## src/sst_map.vh

```
`ifndef SST_MAP_VH
`define SST_MAP_VH

// Register byte offsets (one aligned word each)
`define SST_RCV_CTRL_OFF    4'h0
`define SST_TX_HOLD_OFF     4'h4
`define SST_TX_CTRL_OFF     4'h8
`define SST_BAUD_CTRL_OFF   4'hc
`define SST_DIV_HI_OFF      5'h10
`define SST_DIV_LO_OFF      5'h14
`define SST_INT_CTRL_OFF    5'h18
`define SST_PWR_CTRL_OFF    5'h1c

// Transmit control register fields
`define SST_TXC_CLK_MASTER  7
`define SST_TXC_NINTH_ON    6
`define SST_TXC_TX_ON       5
`define SST_TXC_SYNC        4
`define SST_TXC_SEND_BREAK  3
`define SST_TXC_HIGH_RATE   2
`define SST_TXC_SHIFT_EMPTY 1
`define SST_TXC_NINTH_VAL   0

// Receive control register fields
`define SST_RXC_PORT_ON     7
`define SST_RXC_NINTH_RX    6
`define SST_RXC_SINGLE_RX   5
`define SST_RXC_CONT_RX     4
`define SST_RXC_ADDR_DET    3

// Interrupt control register fields (own word)
`define SST_INT_GLOBAL_ON   7
`define SST_INT_PERIPH_ON   6
`define SST_INT_TX_ON       1
`define SST_INT_TX_FLAG     0

// Power control: bit 0 requests sleep
`define SST_PWR_SLEEP       0

// Reset values, and the implemented-bit mask of the baud register
`define SST_TXC_RESET       8'h02
`define SST_RXC_RESET       8'h00
`define SST_BAUD_RESET      8'h40
`define SST_BAUD_IMPL       8'hdb

`endif

```

## src/sst_sync2.v

```verilog
`timescale 1ns/1ps
// Two-flop synchroniser; the first stage feeds only the second.
// RST_VAL should match the idle level of the pin, so that no false edge follows reset.
module sst_sync2 #(
	parameter RST_VAL = 1'b0
) (
	aclk,
	aresetn,
	d,
	q
);
	input  wire aclk;
	input  wire aresetn;
	input  wire d;
	output reg  q;

	reg meta_r;

	always @(posedge aclk) begin
		if (!aresetn) begin
			meta_r <= RST_VAL;
			q      <= RST_VAL;
		end else begin
			meta_r <= d;
			q      <= meta_r;
		end
	end
endmodule // sst_sync2

```

## src/sst_top.v

```verilog
// Local design decisions: the AXI4-Lite slave port and the placing of the registers.
`timescale 1ns/1ps
// Function
// - Slave mode when synchronous mode selected and clock master select bit 7 is clear; the code also needs receive control bit 7 (port on) set
// - Shift clock comes from the external clock pin, not generated internally
// - Transfers keep running through any low-power state
// - Slave transmit matches master transmit except during sleep
// - With two words queued before sleep, first moves to shift register at once
// - Second word stays held and transmit flag stays clear while first shifts
// - After first word shifts out, second moves over, then flag sets
// - Flag rising in sleep with transmit interrupt enabled wakes the device
// - After wake, vector branch only if global interrupt enable set
// - Writing the holding register starts the transfer
// - Unimplemented register bits read as zero; receive control bits 2:0 are stored and read back as written
module sst_top (
	aclk,
	aresetn,
	awaddr,
	awvalid,
	awready,
	wdata,
	wstrb,
	wvalid,
	wready,
	bresp,
	bvalid,
	bready,
	araddr,
	arvalid,
	arready,
	rdata,
	rresp,
	rvalid,
	rready,
	shift_clock_pin,
	data_out,
	data_oe,
	sleeping,
	wake,
	vector_take
);
`include "sst_map.vh"
	input  wire        aclk;
	input  wire        aresetn;
	input  wire [7:0]  awaddr;
	input  wire        awvalid;
	output reg         awready;
	input  wire [31:0] wdata;
	input  wire [3:0]  wstrb;
	input  wire        wvalid;
	output reg         wready;
	output reg  [1:0]  bresp;
	output reg         bvalid;
	input  wire        bready;
	input  wire [7:0]  araddr;
	input  wire        arvalid;
	output reg         arready;
	output reg  [31:0] rdata;
	output reg  [1:0]  rresp;
	output reg         rvalid;
	input  wire        rready;
	input  wire        shift_clock_pin;
	output reg         data_out;
	output reg         data_oe;
	output reg         sleeping;
	output reg         wake;
	output reg         vector_take;

	reg [7:0]  tx_ctrl_r;
	reg [7:0]  rx_ctrl_r;
	reg [7:0]  baud_r;
	reg [7:0]  div_hi_r;
	reg [7:0]  div_lo_r;
	reg [7:0]  hold_r;
	reg        hold_ninth_r;
	reg        hold_full_r;
	reg [8:0]  shift_r;
	reg [3:0]  bits_left_r;
	reg        shifting_r;
	reg        tx_flag_r;
	reg        tx_ie_r;
	reg        gie_r;
	reg        peripheral_interrupt_on_r;
	reg        sck_prev_r;
	reg [7:0]  aw_addr_r;
	reg        aw_have_r;
	reg [31:0] w_data_r;
	reg [3:0]  w_strb_r;
	reg        w_have_r;

	wire       sck_s;
	wire       sck_fall;
	wire       sck_rise;
	wire       slave_mode;
	wire       ninth_on;
	wire       wr_go;
	wire       hold_wr;
	wire       load_shift;
	wire       last_bit;
	wire [7:0] wbyte;
	reg  [7:0] rd_val;
	reg        rd_ok;
	reg        wr_ok;

	// The shift clock rests high between frames
	sst_sync2 #(
		.RST_VAL (1'b1)
	) u_sck_sync (
		.aclk    (aclk),
		.aresetn (aresetn),
		.d       (shift_clock_pin),
		.q       (sck_s)
	);

	// Edges found on the synchronised external clock; nothing here is gated by
	// sleep, so shifting continues in every low-power state
	assign sck_fall   = sck_prev_r & ~sck_s;
	assign sck_rise   = ~sck_prev_r & sck_s;
	assign slave_mode = tx_ctrl_r[`SST_TXC_SYNC] & ~tx_ctrl_r[`SST_TXC_CLK_MASTER]
		& rx_ctrl_r[`SST_RXC_PORT_ON];
	assign ninth_on   = tx_ctrl_r[`SST_TXC_NINTH_ON];
	assign wr_go      = aw_have_r & w_have_r & ~bvalid;
	assign wbyte      = w_data_r[7:0];
	assign hold_wr    = wr_go & w_strb_r[0] & (aw_addr_r[7:2] == (`SST_TX_HOLD_OFF >> 2));
	// Holding word moves across only when the shifter is idle or has just sent its
	// last bit; transfer needs the transmitter on in slave mode
	assign last_bit   = shifting_r & sck_rise & (bits_left_r == 4'h1);
	assign load_shift = hold_full_r & slave_mode & tx_ctrl_r[`SST_TXC_TX_ON]
		& (~shifting_r | last_bit);

	always @* begin
		wr_ok = 1'b1;
		case (aw_addr_r[7:2])
			`SST_RCV_CTRL_OFF >> 2,
			`SST_TX_HOLD_OFF >> 2,
			`SST_TX_CTRL_OFF >> 2,
			`SST_BAUD_CTRL_OFF >> 2,
			`SST_DIV_HI_OFF >> 2,
			`SST_DIV_LO_OFF >> 2,
			`SST_INT_CTRL_OFF >> 2,
			`SST_PWR_CTRL_OFF >> 2: wr_ok = 1'b1;
			default: wr_ok = 1'b0;
		endcase
	end

	always @* begin
		rd_val = 8'h00;
		rd_ok  = 1'b1;
		case (araddr[7:2])
			`SST_RCV_CTRL_OFF >> 2:  rd_val = rx_ctrl_r;
			`SST_TX_HOLD_OFF >> 2:   rd_val = hold_r;
			`SST_TX_CTRL_OFF >> 2:   rd_val = tx_ctrl_r;
			`SST_BAUD_CTRL_OFF >> 2: rd_val = baud_r & `SST_BAUD_IMPL;
			`SST_DIV_HI_OFF >> 2:    rd_val = div_hi_r;
			`SST_DIV_LO_OFF >> 2:    rd_val = div_lo_r;
			`SST_INT_CTRL_OFF >> 2:  rd_val = {gie_r, peripheral_interrupt_on_r, 4'h0, tx_ie_r, tx_flag_r};
			`SST_PWR_CTRL_OFF >> 2:  rd_val = {7'h00, sleeping};
			default: rd_ok = 1'b0;
		endcase
	end

	// AXI4-Lite write address and data: taken in either order, one write at a time
	always @(posedge aclk) begin
		if (!aresetn) begin
			awready   <= 1'b0;
			wready    <= 1'b0;
			aw_have_r <= 1'b0;
			w_have_r  <= 1'b0;
			aw_addr_r <= 8'h00;
			w_data_r  <= 32'h00000000;
			w_strb_r  <= 4'h0;
		end else begin
			awready <= ~aw_have_r & ~awready & awvalid;
			if (awready & awvalid) begin
				aw_have_r <= 1'b1;
				aw_addr_r <= awaddr;
			end

			wready <= ~w_have_r & ~wready & wvalid;
			if (wready & wvalid) begin
				w_have_r <= 1'b1;
				w_data_r <= wdata;
				w_strb_r <= wstrb;
			end

			// Both halves are consumed together once the write is applied
			if (wr_go) begin
				aw_have_r <= 1'b0;
				w_have_r  <= 1'b0;
			end
		end
	end

	// Write response stands until the master takes it
	always @(posedge aclk) begin
		if (!aresetn) begin
			bvalid <= 1'b0;
			bresp  <= 2'b00;
		end else begin
			if (wr_go) begin
				bvalid <= 1'b1;
				bresp  <= wr_ok ? 2'b00 : 2'b10;
			end else if (bvalid & bready) begin
				bvalid <= 1'b0;
			end
		end
	end

	// Read channel: address is held by the master until arready, so the
	// combinational decode is still valid at the capture edge
	always @(posedge aclk) begin
		if (!aresetn) begin
			arready <= 1'b0;
			rvalid  <= 1'b0;
			rdata   <= 32'h00000000;
			rresp   <= 2'b00;
		end else begin
			arready <= ~arready & ~rvalid & arvalid;
			if (arready & arvalid) begin
				rvalid <= 1'b1;
				rdata  <= {24'h000000, rd_val};
				rresp  <= rd_ok ? 2'b00 : 2'b10;
			end else if (rvalid & rready) begin
				rvalid <= 1'b0;
			end
		end
	end

	// Control registers; the shift-empty status bit is owned by the shifter
	always @(posedge aclk) begin
		if (!aresetn) begin
			tx_ctrl_r <= `SST_TXC_RESET;
			rx_ctrl_r <= `SST_RXC_RESET;
			baud_r    <= `SST_BAUD_RESET;
			div_hi_r  <= 8'h00;
			div_lo_r  <= 8'h00;
			tx_ie_r   <= 1'b0;
			gie_r     <= 1'b0;
			peripheral_interrupt_on_r    <= 1'b0;
			sleeping  <= 1'b0;
		end else begin
			tx_ctrl_r[`SST_TXC_SHIFT_EMPTY] <= ~shifting_r & ~load_shift;
			if (wr_go & w_strb_r[0]) begin
				case (aw_addr_r[7:2])
					`SST_RCV_CTRL_OFF >> 2: rx_ctrl_r <= wbyte;
					`SST_TX_CTRL_OFF >> 2: begin
						tx_ctrl_r[7:2] <= wbyte[7:2];
						tx_ctrl_r[0]   <= wbyte[0];
					end
					`SST_BAUD_CTRL_OFF >> 2: baud_r <= wbyte & `SST_BAUD_IMPL;
					`SST_DIV_HI_OFF >> 2: div_hi_r <= wbyte;
					`SST_DIV_LO_OFF >> 2: div_lo_r <= wbyte;
					`SST_INT_CTRL_OFF >> 2: begin
						gie_r   <= wbyte[`SST_INT_GLOBAL_ON];
						peripheral_interrupt_on_r  <= wbyte[`SST_INT_PERIPH_ON];
						tx_ie_r <= wbyte[`SST_INT_TX_ON];
					end
					`SST_PWR_CTRL_OFF >> 2: sleeping <= wbyte[`SST_PWR_SLEEP];
					default: ;
				endcase
			end
			// Wake clears sleep; it wins over a same-cycle sleep request
			if (sleeping & tx_flag_r & tx_ie_r)
				sleeping <= 1'b0;
		end
	end

	// Holding register, shifter and transmit flag
	always @(posedge aclk) begin
		if (!aresetn) begin
			hold_r       <= 8'h00;
			hold_ninth_r <= 1'b0;
			hold_full_r  <= 1'b0;
			shift_r      <= 9'h000;
			bits_left_r  <= 4'h0;
			shifting_r   <= 1'b0;
			tx_flag_r    <= 1'b0;
			sck_prev_r   <= 1'b1;
			data_out     <= 1'b0;
			data_oe      <= 1'b0;
		end else begin
			sck_prev_r <= sck_s;
			data_oe    <= slave_mode & tx_ctrl_r[`SST_TXC_TX_ON];
			if (shifting_r & sck_rise) begin
				shift_r     <= {1'b0, shift_r[8:1]};
				bits_left_r <= bits_left_r - 4'h1;
				if (bits_left_r == 4'h1)
					shifting_r <= 1'b0;
			end
			if (shifting_r & sck_fall)
				data_out <= shift_r[0];
			if (load_shift) begin
				shift_r     <= {hold_ninth_r, hold_r};
				bits_left_r <= ninth_on ? 4'h9 : 4'h8;
				shifting_r  <= 1'b1;
				hold_full_r <= 1'b0;
				// Only an idle line gets the first bit at once; after a back-to-back
				// load the last bit of the old word must stand until the next fall
				if (~shifting_r)
					data_out <= hold_r[0];
			end

			// Flag: empty holding register; load wins over a same-cycle empty
			if (hold_wr) begin
				hold_r       <= wbyte;
				hold_ninth_r <= tx_ctrl_r[`SST_TXC_NINTH_VAL];
				hold_full_r  <= 1'b1;
				tx_flag_r    <= 1'b0;
			end else if (load_shift) begin
				tx_flag_r <= 1'b1;
			end else if (~hold_full_r & tx_ctrl_r[`SST_TXC_TX_ON]) begin
				tx_flag_r <= 1'b1;
			end
		end
	end

	// Wake pulse and vector decision
	always @(posedge aclk) begin
		if (!aresetn) begin
			wake        <= 1'b0;
			vector_take <= 1'b0;
		end else begin
			wake        <= sleeping & tx_flag_r & tx_ie_r;
			vector_take <= tx_flag_r & tx_ie_r & gie_r & peripheral_interrupt_on_r;
		end
	end
endmodule // sst_top
```

## config.mk

```make
export PLATFORM = sky130hd
export DESIGN_NAME = sst_top
export DESIGN_NICKNAME = d
export VERILOG_FILES = /design/src/sst_sync2.v /design/src/sst_top.v
export VERILOG_INCLUDE_DIRS = /design/src /design/src/src
export SDC_FILE = /design/constraint.sdc
export NUM_CORES = 1
export LEC_CHECK = 0
export BUFFER_PORTS_ARGS = -buffer_cell sky130_fd_sc_hd__buf_4
export CORE_MARGIN = 2
export CORE_UTILIZATION = 55
export CTS_BUF_LIST = sky130_fd_sc_hd__clkbuf_8
export DETAILED_ROUTE_END_ITERATION = 7
export PLACE_DENSITY_LB_ADDON = 0.25
export RECOVER_POWER = 25
export SYNTH_ARGS = -nofsm -noshare
export SYNTH_HDL_FRONTEND = slang
export SYNTH_SLANG_ARGS = --single-unit
export TNS_END_PERCENT = 100
```

## constraint.sdc

```tcl
create_clock -name aclk -period 2.92 [get_ports aclk]
set_input_delay 0.438 -clock aclk [delete_from_list [all_inputs] [get_ports aclk]]
set_output_delay 0.438 -clock aclk [all_outputs]
set_load 0.005 [all_outputs]
```

==> run_results.csv <==
group,metric,value,unit
sta,finalCritPeriodShare,67.9,%
logic_synthesis,post-synth-top-area-cell,"dfxtp_1",
placement,portBuffers,48,
sta,fin_ws,937,ps
grt,grt_overflow_total,0,
grt,met1_usage,28.7,%
clocking,cts_htree_levels,3,
pwr,power.total,2.44,mW
drt,drt-total-wl,10.2,mm
critical_path,cp_num_buf_inv,0,
clocking,numCtsBuffers,9,
critical_path,cpPeakStageDelay,840,ps
hold_path,hold_end,"u_sck_sync.meta_r$_SDFF_PN1_",
placement,place_hpwl,7.16,mm
logic_synthesis,yosys-mux-area-fraction,13.9,%
drt,drt-vias-per-instance,5.69,
logic_synthesis,synth_top_area_share,44.7,%
finish,drive_gt1_share,14.3,%
logic_synthesis,synthArstFlopShare,0,%
sta,worst_pin_slew,1030,ps
logic_synthesis,ys_seq_elements,106,
sta,finalHoldViolCount,0,
floorplanning,die_w,96.9,µm
sta,drv_slew,0,
drt,wl_per_cell,15.6,µm
logic_synthesis,synth_xor_area_share,0.369,%
drt,drcViolationCount,0,
logic_synthesis,synth_edf_count,0,
pwr,leakagePower,2.02,nW
placement,place_area,4960,µm²
logic_synthesis,syn_avg_cell_area,9.17,µm²
sta,slew_headroom,31.3,%
drt,dr.first_iter.drc_count,169,
critical_path,criticalPathCategory,"register to register",
grt,grt_pass1_wl,17.0,mm
grt,grt_busiest_layer,"met2",
clocking,clock-sinks,106,
floorplanning,io_pins,106,
critical_path,path_max_fanout,8,
logic_synthesis,synth_top_family_by_area,"simple AND/OR/NAND/NOR gates",
clocking,clock_latency,370,ps
clocking,clk_pin_slew,110,ps
finish,area_growth,8.36,%
grt,antenna_found_initial,0,
critical_path,r2r_setup_slack,940,ps
floorplanning,start_util,57.2,%
clocking,cts_setup_buffers,0,
finish,diodes,0,
pwr,pwr_density_cell,476,nW/µm²
critical_path,path_cells,"nand3b_1 > nor4_4 > mux2i_1 > nor2_1",
critical_path,endpoint_kind,"register",
floorplanning,die_area,9380,µm²
sta,fin_crit,1980,ps
logic_synthesis,ys_seq_area_share,44.7,%
sta,fin_setup_tns,0,ps
finish,fin_nets,605,
floorplanning,fp-row-count,33,
logic_synthesis,netlist_area,4740,µm²
sta,max_freq,0.504,GHz
clocking,clk_path_buf_depth,2,
sta,worst_clock_skew,11.4,ps
clocking,cts_root_buffer,"clkbuf_8",
logic_synthesis,syn_inst,517,
floorplanning,dieHeight,96.9,µm
logic_synthesis,synth.area.top_cells,"dfxtp_1 45%, mux2i_1 12%, nor2_1 4.6%, buf_4 4.3%, o21ai_0 3.4%",
logic_synthesis,synthSimpleGateAreaFrac,19.0,%
pwr,vdd_ir_drop_max,0.317,mV
grt,grt_pass1_vias,3499,
outcome,status,"completed",
sta,rsz0062_at_grt,"no",
placement,pre_cts_slack,959,ps
critical_path,timing.rr.start,"bvalid$_SDFFE_PN0P_",
logic_synthesis,yosysUniqueCellTypes,57,
clocking,hold_buffers,0,
hold_path,hold_depth,2,
finish,fin_area,5140,µm²
logic_synthesis,ys.flop_type,"dfxtp_1",
floorplanning,design.core.area,8300,µm²
grt,met2_usage,36.6,%
logic_synthesis,synth_compound_area_share,12.5,%
clocking,ctsResizeCount,0,
grt,use_met3,5.56,%
drt,detail_route.first_pass.iterations,5,
critical_path,critPathSlowestCell,"nor4_4",
critical_path,r2r_end,"div_hi_r[7]$_SDFFE_PN0P_",
drt,vias,3712,
critical_path,crit_arrival,2240,ps
critical_path,reg2reg_depth,4,
hold_path,holdCritPathClass,"input port to register",
critical_path,required,3170,ps
grt,grt_max_degree,34,
sta,finalSetupViolations,0,
drt,final_antenna_net_count,0,
hold_path,hp-start,"shift_clock_pin",
critical_path,path_delay_family,"simple AND/OR/NAND/NOR gates",
job,max_cap_viol_count,0,
logic_synthesis,synthAdderAreaFrac,0.528,%
placement,gp_congestion,0.863,
grt,track_usage,22.1,%
clocking,cts_tree,"yes",
critical_path,start_kind,"register",
logic_synthesis,ys_warn_count,0,
-- through the flow --
step | hold slack [ps] | util, % | std cells
4_1_cts | 236 | 61.9 | 652
3_5_place_dp | 391 | 59.8 | 637
5_1_grt | 250 | 61.9 | 652
6_report | 250 | 61.9 | 652
2_1_floorplan | 386 | - | 542
3_3_place_gp | 393 | 59.8 | 637
-- sequential cells by signal, summed over array words and instances, names as in the netlist, 4 cells and up --
name / flops
bits_left_r: 4
shift_r: 9
div_hi_r: 8
rx_ctrl_r: 8
hold_r: 8
div_lo_r: 8
aw_addr_r: 6
baud_r: 6
rdata: 8
w_data_r: 8
tx_ctrl_r: 8
-- per-layer routing --
layer | share of wire (%) | routed length [µm] | up-vias
li1 | - | - | 1813
met1 | 46 | 4720 | 1797
met2 | 48 | 4870 | 92
met3 | 4.7 | 474 | 10
met4 | 1.0 | 106 | 0
met5 | 0 | 0 | -
-- where the power goes --
group	internal (mW)	leakage, nW	total (mW)	switching [mW]
registers	1.46	0.856	1.48	0.0191
clock network	0.318	0.0803	0.832	0.515
logic	0.0558	1.08	0.134	0.0787
total	1.83	2.02	2.44	0.613
-- final cells by class --
type | instances | area (µm²)
Inverter | 6 | 22.5
Clock buffer | 9 | 124
Multi-Input combinational cell | 367 | 2290
Timing Repair Buffer | 53 | 398
Sequential cell | 106 | 2120
Clock inverter | 6 | 51.3
Fill cell | 733 | 3160
Tap cell | 105 | 131
-- worst register-to-register path, cell delays in order, from the launching register on --
cell	delay, ps
dfxtp_1	340
nand3b_1	350
nor4_4	840
mux2i_1	280
nor2_1	50
-- worst max path at each step --
stage,start,to,slack (ps),cells after the start
final,bvalid$_SDFFE_PN0P_,div_hi_r[7]$_SDFFE_PN0P_,940,4
after global routing,tx_ctrl_r[5]$_SDFFE_PN0P_,shift_r[4]$_SDFFE_PN0P_,840,4
after CTS,bvalid$_SDFFE_PN0P_,div_hi_r[7]$_SDFFE_PN0P_,940,4
after detailed placement,bvalid$_SDFFE_PN0P_,div_hi_r[2]$_SDFFE_PN0P_,960,4
after global placement,araddr[2],rdata[0]$_SDFFE_PN0P_,1000,5
after floorplan,aw_addr_r[5]$_SDFFE_PN0P_,div_lo_r[0]$_SDFFE_PN0P_,1230,5
-- cell usage after synthesis, types with 3 or more instances --
cell type / n
nand4_1: 3
clkbuf_1: 21
inv_1: 5
and2_1: 5
a21oi_1: 30
dfxtp_1: 106
nor2_1: 58
o211ai_1: 3
a31oi_1: 10
o21a_1: 3
nand3_1: 21
nand2_1: 36
o21ai_0: 32
or4_1: 3
nand2b_1: 8
a221oi_1: 5
nor3_1: 11
a2bb2oi_1: 3
nand3b_1: 8
nor2b_1: 5
clkdlybuf4s50_2: 3
mux2_2: 4
buf_4: 27
buf_2: 7
mux2i_1: 59
-- cell families after synthesis --
| kind of cell | after synthesis |
|---|---|
| other cells | 1 |
| mux | 64 |
| buf+inv | 69 |
| compound gates | 98 |
| xor+xnor | 2 |
| fa+ha+maj | 2 |
| flops | 106 |
| simple gates | 175 |
-- layout by cell type (no fill, tap or decap), types with 2 or more instances in the layout --
master      count
a21oi_1        30
a221oi_1        5
a2bb2oi_1       3
a311oi_1        2
a31oi_1        10
a32oi_1         2
and2_1          5
and4_1          2
buf_4          50
clkbuf_4        3
clkbuf_8        9
clkinvlp_4      3
conb_1         26
dfxtp_1       106
ha_1            2
inv_1           6
inv_6           2
mux2_2          4
mux2i_1        59
nand2_1        36
nand2b_1        8
nand3_1        21
nand3b_1        8
nand4_1         3
nand4b_1        2
nor2_1         58
nor2b_1         5
nor3_1         11
nor3b_1         2
nor4_4          2
o211ai_1        3
o21a_1          3
o21ai_0        32
o311a_1         2
or4_1           3
xor2_1          2
Note: power is estimated with default switching activity, not from simulation.
